### src/rtl/lcdcr_defs.vh
// Offsets, field positions, reset values and timing for the panel control bank
`ifndef LCDCR_DEFS_VH
`define LCDCR_DEFS_VH

// Register offsets, as printed, used as word indexes
`define LCDCR_OFS_POWER      16'hff03
`define LCDCR_OFS_MODE       16'hff10
`define LCDCR_OFS_STATE      16'hff11

// Power control fields
`define LCDCR_PWR_BOOST      0
`define LCDCR_PWR_REGSRC     1

// Mode control fields
`define LCDCR_MODE_DUTY_LO   0
`define LCDCR_MODE_DUTY_HI   1
`define LCDCR_MODE_FONT      2
`define LCDCR_MODE_SEGMENT_ORDER_REVERSE    6
`define LCDCR_MODE_HEAVY     7

// State and contrast fields
`define LCDCR_ST_CONTR_LO    0
`define LCDCR_ST_CONTR_HI    3
`define LCDCR_ST_DISP_LO     4
`define LCDCR_ST_DISP_HI     5
`define LCDCR_ST_AREA        6
`define LCDCR_ST_FRMSRC      7

// Reset values
`define LCDCR_RST_POWER      8'h00
`define LCDCR_RST_MODE       8'h02
`define LCDCR_RST_STATE      8'h00

// Duty codes
`define LCDCR_DUTY_8         2'h0
`define LCDCR_DUTY_32        2'h1
`define LCDCR_DUTY_16        2'h2

// Display state codes
`define LCDCR_DISP_OFF       2'h0
`define LCDCR_DISP_NORMAL    2'h1
`define LCDCR_DISP_ALL_OUT   2'h2
`define LCDCR_DISP_ALL_LIT   2'h3

// Booster settling time, for the status flag
`define LCDCR_BOOST_SETTLE_US 1000
`define LCDCR_CLK_MHZ         100
`define LCDCR_BOOST_SETTLE_CYC \
	(`LCDCR_BOOST_SETTLE_US * `LCDCR_CLK_MHZ)

`endif

### src/rtl/lcdcr_regs.v
// Panel driver control register bank on Avalon-MM
`timescale 1ns/1ps
`include "lcdcr_defs.vh"

// Summary of operation
// - Duty field: 10=1/16, 01=1/32, 00=1/8
// - Duty resets to 10, all else zero
// - Font bit: one=12x12, zero=16x16/5x8
// - Segment order bit reverses column-to-segment mapping
// - Area bit picks display memory area
// - Display state: lit, dark, normal, off
// - Reset and sleep force drive off
// - Four-bit contrast, sixteen levels, resets zero
// - Frame clock: oscillator or timer output
// - Booster enable bit, readable, resets off
// - Regulator source: boosted or main supply
// - Mode bit 7 heavy-load protection enable
// - Drive off grounds all bias outputs
module lcdcr_regs #(
	parameter SETTLE_CYCLES = `LCDCR_BOOST_SETTLE_CYC,
	parameter SEGS          = 96
) (
	// Clock and reset
	input  wire        i_mclk,
	input  wire        i_rst_n,
	// Avalon-MM slave
	input  wire [15:0] i_avs_address,
	input  wire        i_avs_read,
	input  wire        i_avs_write,
	input  wire [31:0] i_avs_writedata,
	output reg  [31:0] o_avs_readdata,
	output reg         o_avs_waitrequest,
	// Processor events
	input  wire        i_sleep_instruction,
	// Clock sources for the frame signal
	input  wire        i_low_speed_osc_clock,
	input  wire        i_programmable_timer_out,
	// Column being scanned
	input  wire [6:0]  i_column,
	// Driver controls
	output reg  [1:0]  o_duty_sel,
	output reg  [5:0]  o_common_count,
	output reg         o_font_layout_sel,
	output reg         o_segment_order_reverse,
	output reg         o_display_area_sel,
	output reg  [1:0]  o_display_state,
	output reg         o_common_static,
	output reg         o_all_dots_lit,
	output reg         o_all_dots_dark,
	output reg  [3:0]  o_contrast,
	output reg         o_frame_clock_source,
	output reg         o_frame_clock,
	output reg         o_booster_enable,
	output reg         o_regulator_source_sel,
	output reg         o_heavy_load_mode,
	output reg         o_bias_power_on,
	output reg         o_booster_settled,
	output wire [6:0]  o_segment
);

	// ==========================================================
	// Register storage
	reg        booster_enable;
	reg        regulator_source_sel;
	reg  [7:0] mode_reg;
	reg  [7:0] state_reg;
	wire       settled;

	wire sel_pwr   = (i_avs_address == `LCDCR_OFS_POWER);
	wire sel_mode  = (i_avs_address == `LCDCR_OFS_MODE);
	wire sel_state = (i_avs_address == `LCDCR_OFS_STATE);
	wire wr        = i_avs_write & ~o_avs_waitrequest;
	wire rd        = i_avs_read & o_avs_waitrequest;

	// ==========================================================
	// Bus handshake: one wait cycle, answer on second edge
	always @(posedge i_mclk or negedge i_rst_n) begin
		if (!i_rst_n) begin
			o_avs_waitrequest <= 1'b1;
		end else if ((i_avs_read | i_avs_write) & o_avs_waitrequest) begin
			o_avs_waitrequest <= 1'b0;
		end else begin
			o_avs_waitrequest <= 1'b1;
		end
	end

	// ==========================================================
	// Register writes
	always @(posedge i_mclk or negedge i_rst_n) begin
		if (!i_rst_n) begin
			booster_enable       <= 1'b0;
			regulator_source_sel <= 1'b0;
			mode_reg             <= `LCDCR_RST_MODE;
			state_reg            <= `LCDCR_RST_STATE;
		end else begin
			if (wr && sel_pwr) begin
				booster_enable       <= i_avs_writedata[`LCDCR_PWR_BOOST];
				regulator_source_sel <=
					i_avs_writedata[`LCDCR_PWR_REGSRC];
			end
			if (wr && sel_mode) begin
				mode_reg <= i_avs_writedata[7:0];
			end
			if (wr && sel_state) begin
				state_reg <= i_avs_writedata[7:0];
			end
			if (i_sleep_instruction) begin
				state_reg[`LCDCR_ST_DISP_HI:`LCDCR_ST_DISP_LO] <=
					`LCDCR_DISP_OFF;
			end
		end
	end

	// ==========================================================
	// Read path: loaded as the answer starts, so data stands
	// together with waitrequest low; unmapped addresses read zero
	always @(posedge i_mclk or negedge i_rst_n) begin
		if (!i_rst_n) begin
			o_avs_readdata <= 32'h00000000;
		end else if (rd) begin
			if (sel_pwr) begin
				o_avs_readdata <= {30'h00000000, regulator_source_sel,
					booster_enable};
			end else if (sel_mode) begin
				o_avs_readdata <= {24'h000000, mode_reg};
			end else if (sel_state) begin
				o_avs_readdata <= {24'h000000, state_reg};
			end else begin
				o_avs_readdata <= 32'h00000000;
			end
		end
	end

	// ==========================================================
	// Decoded driver controls
	wire [1:0] duty  = mode_reg[`LCDCR_MODE_DUTY_HI:`LCDCR_MODE_DUTY_LO];
	wire [1:0] disp  = state_reg[`LCDCR_ST_DISP_HI:`LCDCR_ST_DISP_LO];

	always @(posedge i_mclk or negedge i_rst_n) begin
		if (!i_rst_n) begin
			o_duty_sel              <= `LCDCR_DUTY_16;
			o_common_count          <= 6'h10;
			o_font_layout_sel       <= 1'b0;
			o_segment_order_reverse <= 1'b0;
			o_display_area_sel      <= 1'b0;
			o_display_state         <= `LCDCR_DISP_OFF;
			o_common_static         <= 1'b0;
			o_all_dots_lit          <= 1'b0;
			o_all_dots_dark         <= 1'b0;
			o_contrast              <= 4'h0;
			o_frame_clock_source    <= 1'b0;
			o_frame_clock           <= 1'b0;
			o_booster_enable        <= 1'b0;
			o_regulator_source_sel  <= 1'b0;
			o_heavy_load_mode       <= 1'b0;
			o_bias_power_on         <= 1'b0;
			o_booster_settled       <= 1'b0;
		end else begin
			o_duty_sel <= duty;
			case (duty)
			`LCDCR_DUTY_16: o_common_count <= 6'h10;
			`LCDCR_DUTY_32: o_common_count <= 6'h20;
			`LCDCR_DUTY_8:  o_common_count <= 6'h08;
			default:        o_common_count <= 6'h10;
			endcase
			o_font_layout_sel       <= mode_reg[`LCDCR_MODE_FONT];
			o_segment_order_reverse <= mode_reg[`LCDCR_MODE_SEGMENT_ORDER_REVERSE];
			o_heavy_load_mode       <= mode_reg[`LCDCR_MODE_HEAVY];
			o_display_area_sel      <= state_reg[`LCDCR_ST_AREA];
			o_display_state         <= disp;
			o_all_dots_lit  <= (disp == `LCDCR_DISP_ALL_LIT);
			o_common_static <= (disp == `LCDCR_DISP_ALL_LIT);
			o_all_dots_dark <= (disp == `LCDCR_DISP_ALL_OUT);
			o_bias_power_on <= (disp != `LCDCR_DISP_OFF);
			o_contrast <=
				state_reg[`LCDCR_ST_CONTR_HI:`LCDCR_ST_CONTR_LO];
			o_frame_clock_source <= state_reg[`LCDCR_ST_FRMSRC];
			o_frame_clock <= state_reg[`LCDCR_ST_FRMSRC] ?
				i_programmable_timer_out : i_low_speed_osc_clock;
			o_booster_enable       <= booster_enable;
			o_regulator_source_sel <= regulator_source_sel;
			o_booster_settled      <= settled;
		end
	end

	// ==========================================================
	// Helpers
	lcdcr_settle #(
		.CYCLES (SETTLE_CYCLES),
		.CW     (24)
	) u_settle (
		.i_mclk    (i_mclk),
		.i_rst_n   (i_rst_n),
		.i_enable  (booster_enable),
		.o_settled (settled)
	);

	lcdcr_seg_map #(
		.SEGS (SEGS)
	) u_seg_map (
		.i_mclk    (i_mclk),
		.i_rst_n   (i_rst_n),
		.i_reverse (mode_reg[`LCDCR_MODE_SEGMENT_ORDER_REVERSE]),
		.i_column  (i_column),
		.o_segment (o_segment)
	);

endmodule

### src/rtl/lcdcr_seg_map.v
// Segment order mapper: column address to segment number
`timescale 1ns/1ps
module lcdcr_seg_map #(
	parameter SEGS = 96
) (
	// Clock and reset
	input  wire       i_mclk,
	input  wire       i_rst_n,
	// Control
	input  wire       i_reverse,
	input  wire [6:0] i_column,
	// Result
	output reg  [6:0] o_segment
);

	wire [31:0] last_full;
	wire [6:0]  last_seg;

	assign last_full = SEGS - 1;
	assign last_seg  = last_full[6:0];

	always @(posedge i_mclk or negedge i_rst_n) begin
		if (!i_rst_n) begin
			o_segment <= 7'h00;
		end else if (i_reverse) begin
			o_segment <= last_seg - i_column;
		end else begin
			o_segment <= i_column;
		end
	end

endmodule

### src/rtl/lcdcr_settle.v
// Settle timer: counts a fixed time after its enable rises
`timescale 1ns/1ps
module lcdcr_settle #(
	parameter CYCLES = 100000,
	parameter CW     = 17
) (
	// Clock and reset
	input  wire i_mclk,
	input  wire i_rst_n,
	// Control
	input  wire i_enable,
	// Status
	output reg  o_settled
);

	reg [CW-1:0] count;

	always @(posedge i_mclk or negedge i_rst_n) begin
		if (!i_rst_n) begin
			count     <= {CW{1'b0}};
			o_settled <= 1'b0;
		end else if (!i_enable) begin
			count     <= {CW{1'b0}};
			o_settled <= 1'b0;
		end else if (count == CYCLES[CW-1:0] - 1'b1) begin
			o_settled <= 1'b1;
		end else begin
			count     <= count + 1'b1;
		end
	end

endmodule

### config.mk
export PLATFORM = sky130hd
export DESIGN_NAME = lcdcr_regs
export DESIGN_NICKNAME = d
export VERILOG_FILES = /design/src/rtl/lcdcr_regs.v /design/src/rtl/lcdcr_seg_map.v /design/src/rtl/lcdcr_settle.v
export VERILOG_INCLUDE_DIRS = /design/src /design/src/rtl
export SDC_FILE = /design/constraint.sdc
export NUM_CORES = 1
export LEC_CHECK = 0
export ABC_CLOCK_PERIOD_IN_PS = 3000
export BUFFER_PORTS_ARGS = -buffer_cell sky130_fd_sc_hd__buf_2
export CORE_MARGIN = 2
export CORE_UTILIZATION = 54
export CTS_BUF_LIST = sky130_fd_sc_hd__clkbuf_8 sky130_fd_sc_hd__clkbuf_16
export CTS_CLUSTER_SIZE = 8
export DETAILED_ROUTE_END_ITERATION = 8
export GPL_TIMING_DRIVEN = 0
export PLACE_DENSITY = 0.95
export SETUP_SLACK_MARGIN = 0.02
export SYNTH_ARGS = -nofsm -noshare
export SYNTH_HDL_FRONTEND = slang
export SYNTH_SLANG_ARGS = --single-unit
### constraint.sdc
create_clock -name i_mclk -period 3 [get_ports i_mclk]
set_input_delay 0.3 -clock i_mclk [delete_from_list [all_inputs] [get_ports i_mclk]]
set_output_delay 0.3 -clock i_mclk [all_outputs]
set_load 0.005 [all_outputs]
Word level (Yosys, flattened, before mapping). Index checks and enable logic that the tools add are counted.

Bitwise logic cells: 5. Equal/unequal tests: 9. Add/subtract/negate cells: 2. Reduce and logical (&&, ||, !) cells: 6. Muxes and demuxes: 13.

Operators with widths (number): $eq 16x16->1 const B (3); $mux 24 (2); $add 24x1->24 const B (1); $eq 24x17->1 const B (1); $mux 8 (3); $pmux 6 s2 (1); $mux 7 (1); $sub 7x7->7 const A (1); $mux 6 (1); $eq 2x2->1 const B (2); $mux 1 (4); $reduce_bool 2->1 (2); $and 1x1->1 (3); $logic_and 1x1->1 (3); $eq 2x1->1 const B (1); $logic_not 2->1 (1); $mux 2 (1); $ne 2x1->1 const B (1); $ne 2x2->1 const B (1); $not 1->1 (1); $or 1x1->1 (1).

Input port bits: 62. Register bits after elaboration: 109. Output and inout port bits: 67. Logic and storage cells: 61.

Longest topological paths before layout. Gate-level depths: netlist (run 1).

Depth after elaboration: 5. Gate-level depth with buffers: 5. Gate-level depth less buffers: 5.

Hierarchy. A second synthesis (run 1) with hierarchy kept.

Cell total of the unflattened synthesis: 308. Area total of the unflattened synthesis: 3721.1 sq um.

By module, submodules not included: lcdcr_regs (area an instance 2094.5 sq um, sequential area each 1256.2 sq um, cells each 153, times used 1); lcdcr_settle (area an instance 1366.3 sq um, sequential area each 625.6 sq um, cells each 140, times used 1); lcdcr_seg_map (area an instance 260.2 sq um, sequential area each 175.2 sq um, cells each 15, times used 1).

Worst setup path after synthesis (run 1). No wires, ideal clock.

Path kind: register to register. Start point: register u_settle.count[6]. End point: register u_settle.count[3]. Period minus slack after synthesis: 1.777 ns. Arrival: 1.651 ns. Stages on the path, launching flop included: 5. Buffers on the path: 0. Setup slack: 1.223 ns. Library setup time: 0.126 ns. Data required time: 2.874 ns. Cells stage by stage: dfrtp_1 -> or4b_1 -> nor4_4 -> a21oi_1 -> mux2i_1.

Word-level cells in the longest chain between the ends: 2.

RTL lines: from (decl) (line lcdcr_settle.v:16) `reg [CW-1:0] count;`; from (signal assigned) (line lcdcr_settle.v:20) `count <= {CW{1'b0}};`; from (signal assigned) (line lcdcr_settle.v:23) `count <= {CW{1'b0}};`; from (signal assigned) (line lcdcr_settle.v:28) `count <= count + 1'b1;`; $eq 24x17->1 (line lcdcr_settle.v:25) `end else if (count == CYCLES[CW-1:0] - 1'b1) begin`; $ne 2x2->1 (no source line).

Every way passes these cells. A chain may end at the register's enable or synchronous reset.

Worst setup path in the final report (run 1).
Start point: register u_settle.count[0]. End point: register u_settle.count[3].

Word-level cells in the longest chain between the ends: 3. Elaborated cells between the ends (all ways): 5. Classes of those cells: add/sub (1); eq/ne (2); mux (2).

RTL lines: $add 24x1->24 (line lcdcr_settle.v:28); $mux 24 (line lcdcr_settle.v:25); $mux 24 (line lcdcr_settle.v:22) `end else if (!i_enable) begin`.

Parallel ways exist; a longest one is shown, timed or not. The select of a mux whose other input is x is not followed.

==> impl_metrics.yaml, run 1 <==
cts:
  h-tree-depth: 3
  cts-hold-fix-buffers: 1
  clkLatencyLatePin_ns: 0.37
  clk_pin_slew_ns: 0.10
  root_buffer: "clkbuf_8"
  cts_tree: "done"
  cts_made_buffers: 9
  cts_resized: 0
  clk_path_buf_depth: 2
  postCtsSetupRepairBufs: 0
  clock-sinks: 82
setup_path:
  path_depth: 5
  cpPeakStageDelay_ns: 0.69
  critPathTopFamily: "simple AND/OR/NAND/NOR gates"
  arrival_ns: 2.44
  worstPathMaxFanout: 9
  crit_slowest_cell: "nor4_2"
  start_kind: "register"
  endpoint_kind: "register"
  critical_path_required_ns: 3.25
  crit_buf_inv: 0
  cp_cell_sequence: "ha_1 > nand4_1 > nor4_2 > a21oi_1 > mux2i_1"
  worst-r2r-cell-count: 5
  crit_type: "reg -> reg"
flow_run:
  maxCapViolCount: 0
route:
  drt_iter0_markers: 193
  vias: 2803
  avgViaCountPerCell: 5.370
  wirelength_um: 7773
  wl_per_cell_um: 14.89
  antenna_left: 0
  drtPass1Iterations: 4
  drc: 0
sta:
  drv_slew: 0
  clock.fmax_mhz: 455.2
  worst_slack_ns: 0.8032
  fin_tns_setup_ns: 0
  fin_skew_ns: 0.01716
  fin_crit_ns: 2.197
  fin_crit_sh_pct: 73.23
  relSlewSlack_pct: 47.90
  hold_violations: 0
  rsz0062_at_grt: "no"
  worst_pin_slew_ns: 0.7750
  finalSetupViolCount: 0
floorplanning:
  die_area_um2: 7614
  rows: 30
  dieWidth_um: 87.26
  initial_core_util_pct: 55.41
  chipHeight_um: 87.26
  fp.coreArea_um2: 6756
  pin_count: 129
yosys:
  synth_edf_count: 0
  synthCells: 321
  async_flop_share_pct: 100.0
  ys_warn_count: 0
  synth_seq_cells: 82
  yosysUniqueCellTypes: 49
  ys.flop_type: "dfrtp_1"
  yosysSeqAreaShare_pct: 54.95
  syn-cell-area_um2: 3744
  synth.avg_cell_area_um2: 11.66
hold_path:
  hp-class: "in -> reg"
  whs_path_depth: 1
global_routing:
  antenna_found_initial: 0
  grt_pass1_wl_um: 12640
  grt_pass1_vias: 2637
  grt_usage_pct: 21.61
  grt_max_degree: 63
  overflow: 0
run_status:
  outcome: "finished, final reports clean"
cells_and_area:
  fin_cells: 522
  regMostFlops: "u_settle.count"
  syn_to_final_growth_pct: 21.99
  nNetsFinal: 500
  final_cell_area_um2: 4567
  diodes: 0
  fill_cells: 481
  drive_gt1_share_pct: 35.97
  largest_reg_flops: 24
placement:
  place_ws_ns: 0.8348
  place_congestion: 0.8587
  dpl.hpwl_um: 5728
  dpl.cell_count: 505
  portBuffers: 77
  dpl_cell_area_um2: 4357
power:
  p_total_mw: 2.058
  power.leakage_nw: 2.277
  max-vdd-ir-drop_mv: 0.3439
  power_density_nw_per_um2: 450.5
==> worst register-to-register path: stages, from the launching register on <==
cell and delay [ns]:
dfrtp_1 0.41, ha_1 0.25, nand4_1 0.35, nor4_2 0.69
a21oi_1 0.21, mux2i_1 0.16
==> synth_stat cells (all sizes together), types with 2 or more instances <==
master | count | area, um2
dfrtp | 78 | 1952
mux2i | 8 | 80.08
or4 | 9 | 71.32
nor2b | 4 | 25.02
xnor2 | 4 | 35.03
nor4b | 2 | 32.53
mux2 | 17 | 191.4
or2 | 3 | 18.77
nand4 | 13 | 96.34
nand2 | 21 | 78.83
or3 | 3 | 18.77
nand3 | 9 | 45.04
nor2 | 14 | 52.55
nand2b | 5 | 31.28
a21o | 3 | 23.77
dfstp | 4 | 105.1
a21oi | 17 | 85.08
o31ai | 9 | 67.56
o21ai | 12 | 60.06
nor4bb | 3 | 30.03
nor3 | 3 | 26.28
buf | 30 | 220.2
a22oi | 2 | 15.01
clkbuf | 7 | 26.28
and3 | 3 | 18.77
and4 | 8 | 71.32
xor2 | 10 | 87.58
inv | 3 | 11.26
nor4 | 6 | 73.82
==> power by group <==
group / internal (mW) / switching, mW
Combinational: 0.0621 / 0.0717
Clock: 0.334 / 0.475
Sequential: 1.11 / 0.00241
Total: 1.51 / 0.549
==> area by class of cell <==
class                      instances  area [um2]  area share (%)
buffer                            37       246.5           5.397
clock buffer                       9       123.9           2.712
clock inverter                     7       76.32           1.671
inverter                           3       11.26          0.2466
multi-input combinational        225        1526           33.42
sequential                        82        2057           45.04
tap                               80       100.1           2.192
timing repair buffer              79       425.4           9.315
==> metal layers <==
| metal | vias to the layer above | track usage [%] | share of wire [%] |
|---|---|---|---|
| li1 | 1345 | - | - |
| met1 | 1344 | 27.36 | 41 |
| met2 | 99 | 35.06 | 50 |
| met3 | 15 | 5.403 | 6.0 |
| met4 | 0 | 9.790 | 2.3 |
| met5 | - | 0 | 0 |
==> placed cells by master (no fill, tap or decap), types with 2 or more instances in the layout <==
cell type and count:
buf_2 78, dfrtp_1 78, buf_4 29, conb_1 27
nand2_1 21, mux2_2 17, a21oi_1 17, nor2_1 14
o21ai_0 12, nand4_1 12, xor2_1 10, o31ai_1 9
nand3_1 9, clkbuf_8 9, mux2i_1 8, or4_1 8
clkbuf_1 7, and4_1 7, nand2b_1 5, nor2b_1 4
xnor2_1 4, dfstp_2 4, or2_2 3, and3_1 3
or3_1 3, nor4bb_1 3, inv_1 3, nor4_1 3
inv_6 3, inv_8 3, nor4_4 2, a21o_1 2
a22oi_1 2, nor3_1 2
==> kinds of logic after synthesis <==
group	count (synthesis)	share of synthesized area [%]
AND/OR/NAND/NOR	110	19.35
flip-flops	82	54.95
AO/OA/AOI/OAI	48	7.854
buffers and inverters	40	6.885
multiplexers	25	7.253
XOR/XNOR	14	3.275
adder cells (fa/ha/maj)	1	0.3342
other	1	0.1002
==> path summary, 6_finish.rpt <==
| path | startpoint | to | slack, ns |
|---|---|---|---|
| min in group asynchronous | i_rst_n | o_booster_settled$_DFF_PN0_ | 0.34 |
| max in group asynchronous | i_rst_n | o_avs_waitrequest$_DFF_PN1_ | 2.03 |
| worst max register to register | u_settle.count[0]$_DFFE_PN0P_ | u_settle.count[3]$_DFFE_PN0P_ | 0.80 |
| worst min-delay path | i_column[5] | u_seg_map.o_segment[5]$_DFF_PN0_ | 0.04 |
| worst min register to register | mode_reg[6]$_DFFE_PN0P_ | o_segment_order_reverse$_DFF_PN0_ | 0.39 |
| worst max-delay path | u_settle.count[0]$_DFFE_PN0P_ | u_settle.count[3]$_DFFE_PN0P_ | 0.80 |
==> through the flow <==
| stage | hold slack, ns | utilization, % |
|---|---|---|
| 2_1_floorplan | 0.004409 | - |
| 3_3_place_gp | 0.3554 | 64.04 |
| 3_5_place_dp | 0.2115 | 64.48 |
| 4_1_cts | 0.03437 | 67.59 |
| 5_1_grt | 0.03843 | 67.59 |
| 6_report | 0.04386 | 67.59 |
No activity file was read; power rests on OpenSTA's default activity.
==> run 2, diff against run 1 <==
- ABC_CLOCK_PERIOD_IN_PS: 3000 -> 2000
- CORE_UTILIZATION: 54 -> 45
- PLACE_DENSITY: 0.95 -> 0.87
- clock period: 3 -> 2 ns (I/O delays scaled with it)
==> run 2 against run 1 <==
Effect of this change:
- clock skew down 0.0051 ns
- sequential cell count unchanged
- worst setup slack worse by 0.70 ns
- wire length up 1.4%
- sequential power up 49%
- core utilization down 10 points
- via count up 0.93%
- hold slack worse by 0.025 ns
- critical path type unchanged
- largest power group unchanged
- highest routed layer unchanged
==> impl_metrics.yaml, run 2 (synthesized netlist as in run 1, its figures left out) <==
cts:
  clk_pin_slew_ns: 0.09
  clkLatencyLatePin_ns: 0.35
  cts_tree: "done"
  cts_made_buffers: 9
  root_buffer: "clkbuf_8"
  h-tree-depth: 3
  clock-sinks: 82
  clk_path_buf_depth: 2
setup_path:
  start_kind: "register"
  r2r_setup_slack_ns: 0.10
  critical_path_required_ns: 2.26
  worstPathMaxFanout: 7
  critPathTopFamily: "simple AND/OR/NAND/NOR gates"
  crit_slowest_cell: "dfrtp_1"
  endpoint_kind: "register"
  crit_buf_inv: 1
  cp_cell_sequence: "and4_2 > nand4_1 > buf_4 > or4_1 > a21oi_1"
  crit_type: "reg -> reg"
  arrival_ns: 2.15
  cpPeakStageDelay_ns: 0.46
sta:
  fin_skew_ns: 0.01211
  finalSetupViolCount: 0
  hold_violations: 0
  worst_pin_slew_ns: 0.6767
  clock.fmax_mhz: 526.6
  relSlewSlack_pct: 54.55
  whs_ns: 0.01913
  drv_slew: 0
  rsz0062_at_grt: "no"
  fin_crit_ns: 1.899
  fin_crit_sh_pct: 94.95
floorplanning:
  chipHeight_um: 95.21
  dieWidth_um: 95.21
  rows: 33
  fp.coreArea_um2: 8134
  pin_count: 129
  initial_core_util_pct: 46.02
  die_area_um2: 9065
route:
  avgViaCountPerCell: 5.088
  wirelength_um: 7881
  drc: 0
  drt_iter0_markers: 166
  wl_per_cell_um: 14.17
  antenna_left: 0
  vias: 2829
  drtPass1Iterations: 5
global_routing:
  grt_pass1_vias: 2791
  antenna_found_initial: 0
  grt_max_degree: 62
  grt_usage_pct: 18.53
  grt_pass1_wl_um: 13090
  overflow: 0
cells_and_area:
  nNetsFinal: 509
  largest_reg_flops: 24
  fin_cells: 556
  regMostFlops: "u_settle.count"
  drive_gt1_share_pct: 36.14
  diodes: 0
  final_cell_mix: "78 x buf_2, 78 x dfrtp_1, 33 x buf_4"
  final_cell_area_um2: 4667
  syn_to_final_growth_pct: 24.67
  fill_cells: 682
hold_path:
  hp-class: "in -> reg"
run_status:
  outcome: "finished, final reports clean"
power:
  p_total_mw: 2.987
  power_density_nw_per_um2: 640.1
  power.leakage_nw: 2.310
  max-vdd-ir-drop_mv: 0.4959
flow_run:
  maxCapViolCount: 0
placement:
  place_congestion: 0.8082
  dpl.cell_count: 530
  portBuffers: 77
  dpl.hpwl_um: 5545
  dpl_cell_area_um2: 4388
-- run 2: power breakdown --
group	switching [mW]	internal, mW	total, mW
combinational	0.107	0.101	0.208
clock	0.641	0.465	1.11
sequential	0.00398	1.67	1.67
total	0.752	2.23	2.99
-- run 2: layer usage --
metal / vias to the layer above / part of all wire [%] / global-route usage, %
li1: 1356 / - / -
met1: 1342 / 41 / 23.64
met2: 116 / 50 / 30.34
met3: 15 / 7.1 / 4.664
met4: 0 / 1.8 / 7.246
met5: - / 0 / 0
-- run 2: worst paths after layout --
kind / endpoint / cells after the start / start
max: u_settle.count[22]$_DFFE_PN0P_ / 5 / u_settle.count[5]$_DFFE_PN0P_
min: u_seg_map.o_segment[2]$_DFF_PN0_ / 2 / i_column[2]
max reg2reg: u_settle.count[22]$_DFFE_PN0P_ / 5 / u_settle.count[5]$_DFFE_PN0P_
min reg2reg: o_segment_order_reverse$_DFF_PN0_ / 0 / mode_reg[6]$_DFFE_PN0P_
max in group asynchronous: mode_reg[1]$_DFFE_PN1P_ / 3 / i_rst_n
min in group asynchronous: o_booster_settled$_DFF_PN0_ / 2 / i_rst_n
-- run 2: cell type report --
| class | instances | area (um2) | area share, % |
|---|---|---|---|
| flip-flops and latches | 82 | 2057 | 44.07 |
| multi-input cells | 225 | 1540 | 33.00 |
| well taps | 105 | 131.4 | 2.815 |
| clock buffers | 9 | 123.9 | 2.654 |
| inverters | 3 | 11.26 | 0.2413 |
| repair buffers | 88 | 505.5 | 10.83 |
| plain buffers | 37 | 246.5 | 5.281 |
| clock inverters | 7 | 51.30 | 1.099 |
-- run 2: metrics by stage --
stage / setup WS, ns / setup TNS, ns / utilization, %
final: 0.1010 / 0 / 57.38
after global routing: 0.04588 / 0 / 57.38
after CTS: 0.02406 / 0 / 56.95
after detailed placement: -0.1133 / -1.020 / 53.95
after global placement: -0.04996 / -0.1917 / 53.58
after floorplan: 0.2234 / 0 / -
-- run 2: what timing repair did --
| action | 4_1_cts | 5_1_grt |
|---|---|---|
| endpoints found under the setup margin | 7 | 14 |
| resized for setup | 1 | 1 |
| setup buffers | 0 | 4 |
| hold buffers | 6 | 0 |
| pin swaps | 1 | 4 |
| endpoints found under the hold margin | 26 | 0 |
-- run 2: worst register-to-register path: cells and delay by family, from the launching register on --
family	cells	cell delay, ns
DFF	1	0.46
buffers and inverters	1	0.23
and+or+nand+nor	3	0.93
AOI/OAI and AO/OA	1	0.19
==> run 3, diff against run 2 <==
- CELL_PAD_IN_SITES_DETAIL_PLACEMENT: not set -> 0
- CELL_PAD_IN_SITES_GLOBAL_PLACEMENT: not set -> 1
- CORE_UTILIZATION: 45 -> 35
- GPL_TIMING_DRIVEN: 0 -> not set
- PLACE_DENSITY: 0.87 -> 0.88
- SETUP_SLACK_MARGIN: 0.02 -> 0.05
==> run 3 against run 2 <==
Effect of this change:
- hold slack got worse by 0.0055 ns
- fmax up 3.3%
- core utilization fell by 14 points
- critical path type unchanged
- critical endpoint is now u_settle.count[4]$_DFFE_PN0P_
==> impl_metrics.yaml, run 3 (synthesized netlist as in run 1, its figures left out) <==
sta:
  fin_crit_ns: 1.839
  drv_slew: 0
  clock.fmax_mhz: 543.7
  fin_crit_sh_pct: 91.96
  fin_tns_setup_ns: 0
  fin_skew_ns: 0.006981
  whs_ns: 0.01359
  hold_violations: 0
  relSlewSlack_pct: 55.27
  finalSetupViolCount: 0
  worst_pin_slew_ns: 0.6702
  rsz0062_at_grt: "no"
floorplanning:
  die_area_um2: 11540
  chipHeight_um: 107.4
  fp.coreArea_um2: 10370
  rows: 37
  dieWidth_um: 107.4
  initial_core_util_pct: 36.10
  pin_count: 129
power:
  clkPwrFrac_pct: 40.6
  intPower_mw: 2.365
  p_seq_share_pct: 53.9
  switching_share_pct: 23.79
  power.switching_mw: 0.7382
  power_density_nw_per_um2: 685.6
  p_comb_share_pct: 5.5
  power.leakage_nw: 2.184
  max-vdd-ir-drop_mv: 0.4108
cts:
  cts_tree: "done"
  cts_made_buffers: 9
  clk_pin_slew_ns: 0.09
  clock-sinks: 82
  clk_path_buf_depth: 2
  clkLatencyLatePin_ns: 0.35
  h-tree-depth: 3
  root_buffer: "clkbuf_8"
placement:
  dpl_cell_area_um2: 4255
  portBuffers: 77
  dpl.hpwl_um: 5716
  place_congestion: 0.7899
setup_path:
  worstPathMaxFanout: 9
  cpPeakStageDelay_ns: 0.57
  endpoint_kind: "register"
  start_kind: "register"
  worst-r2r-cell-count: 5
  arrival_ns: 2.08
  cp_cell_sequence: "or4b_1 > nor4_4 > buf_4 > a21oi_1 > mux2i_1"
  crit_type: "reg -> reg"
  critical_path_required_ns: 2.24
  crit_slowest_cell: "or4b_1"
cells_and_area:
  largest_reg_flops: 24
  final_common_cell: "dfrtp_1"
  drive_gt1_share_pct: 33.73
  fill_cells: 1016
  nNetsFinal: 479
  regMostFlops: "u_settle.count"
  syn_to_final_growth_pct: 20.89
  final_cell_mix: "77 x dfrtp_1, 76 x buf_2, 27 x conb_1"
  diodes: 0
  final_cell_area_um2: 4526
route:
  wl_per_cell_um: 13.99
  drt_iter0_markers: 127
  wirelength_um: 7794
  vias: 2709
  avgViaCountPerCell: 4.864
  antenna_left: 0
  drc: 0
  drtPass1Iterations: 4
global_routing:
  grt_max_degree: 47
  grt_usage_pct: 14.29
  overflow: 0
  grt_pass1_vias: 2685
  antenna_found_initial: 0
  grt_pass1_wl_um: 12960
run_status:
  outcome: "finished, final reports clean"
flow_run:
  maxCapViolCount: 0
hold_path:
  whs_path_depth: 2
  hp-class: "in -> reg"
==> run 3: changes by cell type in the layout (fill, tap and decap cells not counted), moves of 2 or more <==
cell and change:
buf_2 -2, clkinv_4 +3, clkinv_2 -2, clkbuf_1 -7, buf_4 -20
==> run 3: metrics by stage <==
| stage | std cells | setup slack (ns) | utilization, % | total power [mW] |
|---|---|---|---|---|
| 4_1_cts | 555 | 0.1398 | 43.46 | 3.137 |
| 5_1_grt | 557 | 0.07263 | 43.64 | 3.229 |
| 2_1_floorplan | 347 | 0.2234 | - | 1.798 |
| 3_5_place_dp | 535 | 0.1419 | 41.04 | 1.871 |
| 3_3_place_gp | 535 | 0.1995 | 41.04 | 1.865 |
| 6_report | 557 | 0.1608 | 43.64 | 3.103 |
==> run 3: worst max-delay path: cells and delay by family, from the launching register on <==
kind,cells,cell delay (ns)
flip-flops,1,0.46
AND/OR/NAND/NOR,2,0.83
buffers and inverters,1,0.20
AO/OA/AOI/OAI,1,0.10
multiplexers,1,0.13
==> run 3: worst paths after layout <==
| kind | from | end | slack [ns] |
|---|---|---|---|
| min | i_column[1] | u_seg_map.o_segment[1]$_DFF_PN0_ | 0.01 |
| max in group asynchronous | i_rst_n | o_avs_waitrequest$_DFF_PN1_ | 0.94 |
| min in group asynchronous | i_rst_n | o_booster_settled$_DFF_PN0_ | 0.37 |
| max | u_settle.count[5]$_DFFE_PN0P_ | u_settle.count[4]$_DFFE_PN0P_ | 0.16 |
| min reg2reg | mode_reg[7]$_DFFE_PN0P_ | o_heavy_load_mode$_DFF_PN0_ | 0.40 |
| max reg2reg | u_settle.count[5]$_DFFE_PN0P_ | u_settle.count[4]$_DFFE_PN0P_ | 0.16 |
==> run 3: power groups by stage <==
stage | Clock, mW | Sequential (mW) | Combinational [mW]
2_1_floorplan | 0 | 1.71 | 0.0901
6_report | 1.26 | 1.67 | 0.171
3_5_place_dp | 0 | 1.71 | 0.165
5_1_grt | 1.36 | 1.67 | 0.194
4_1_cts | 1.29 | 1.67 | 0.172
3_3_place_gp | 0 | 1.71 | 0.160
==> run 3: layout make-up <==
type	instances	area [um2]	share of cell area [%]
inverters	3	11.26	0.2488
multi-input cells	225	1526	33.73
well taps	136	170.2	3.760
clock buffers	10	137.6	3.041
flip-flops and latches	82	2058	45.48
repair buffers	95	548.0	12.11
clock inverters	6	73.82	1.631
==> run 3: timing repair <==
item,4_1_cts,5_1_grt
gates resized for setup,0,1
setup buffers,0,1
hold buffers,4,1
endpoints found under the setup margin,0,9
hold endpoints to repair,45,1
==> run 3: layer usage <==
layer  global-route usage [%]  share of wire (%)  vias to the layer above
met1                    17.84                 43                     1332
met2                    23.73                 49                       73
met5                        0                  0                        -
met4                    3.022               0.83                        0
li1                         -                  -                     1296
met3                    5.387                6.4                        8
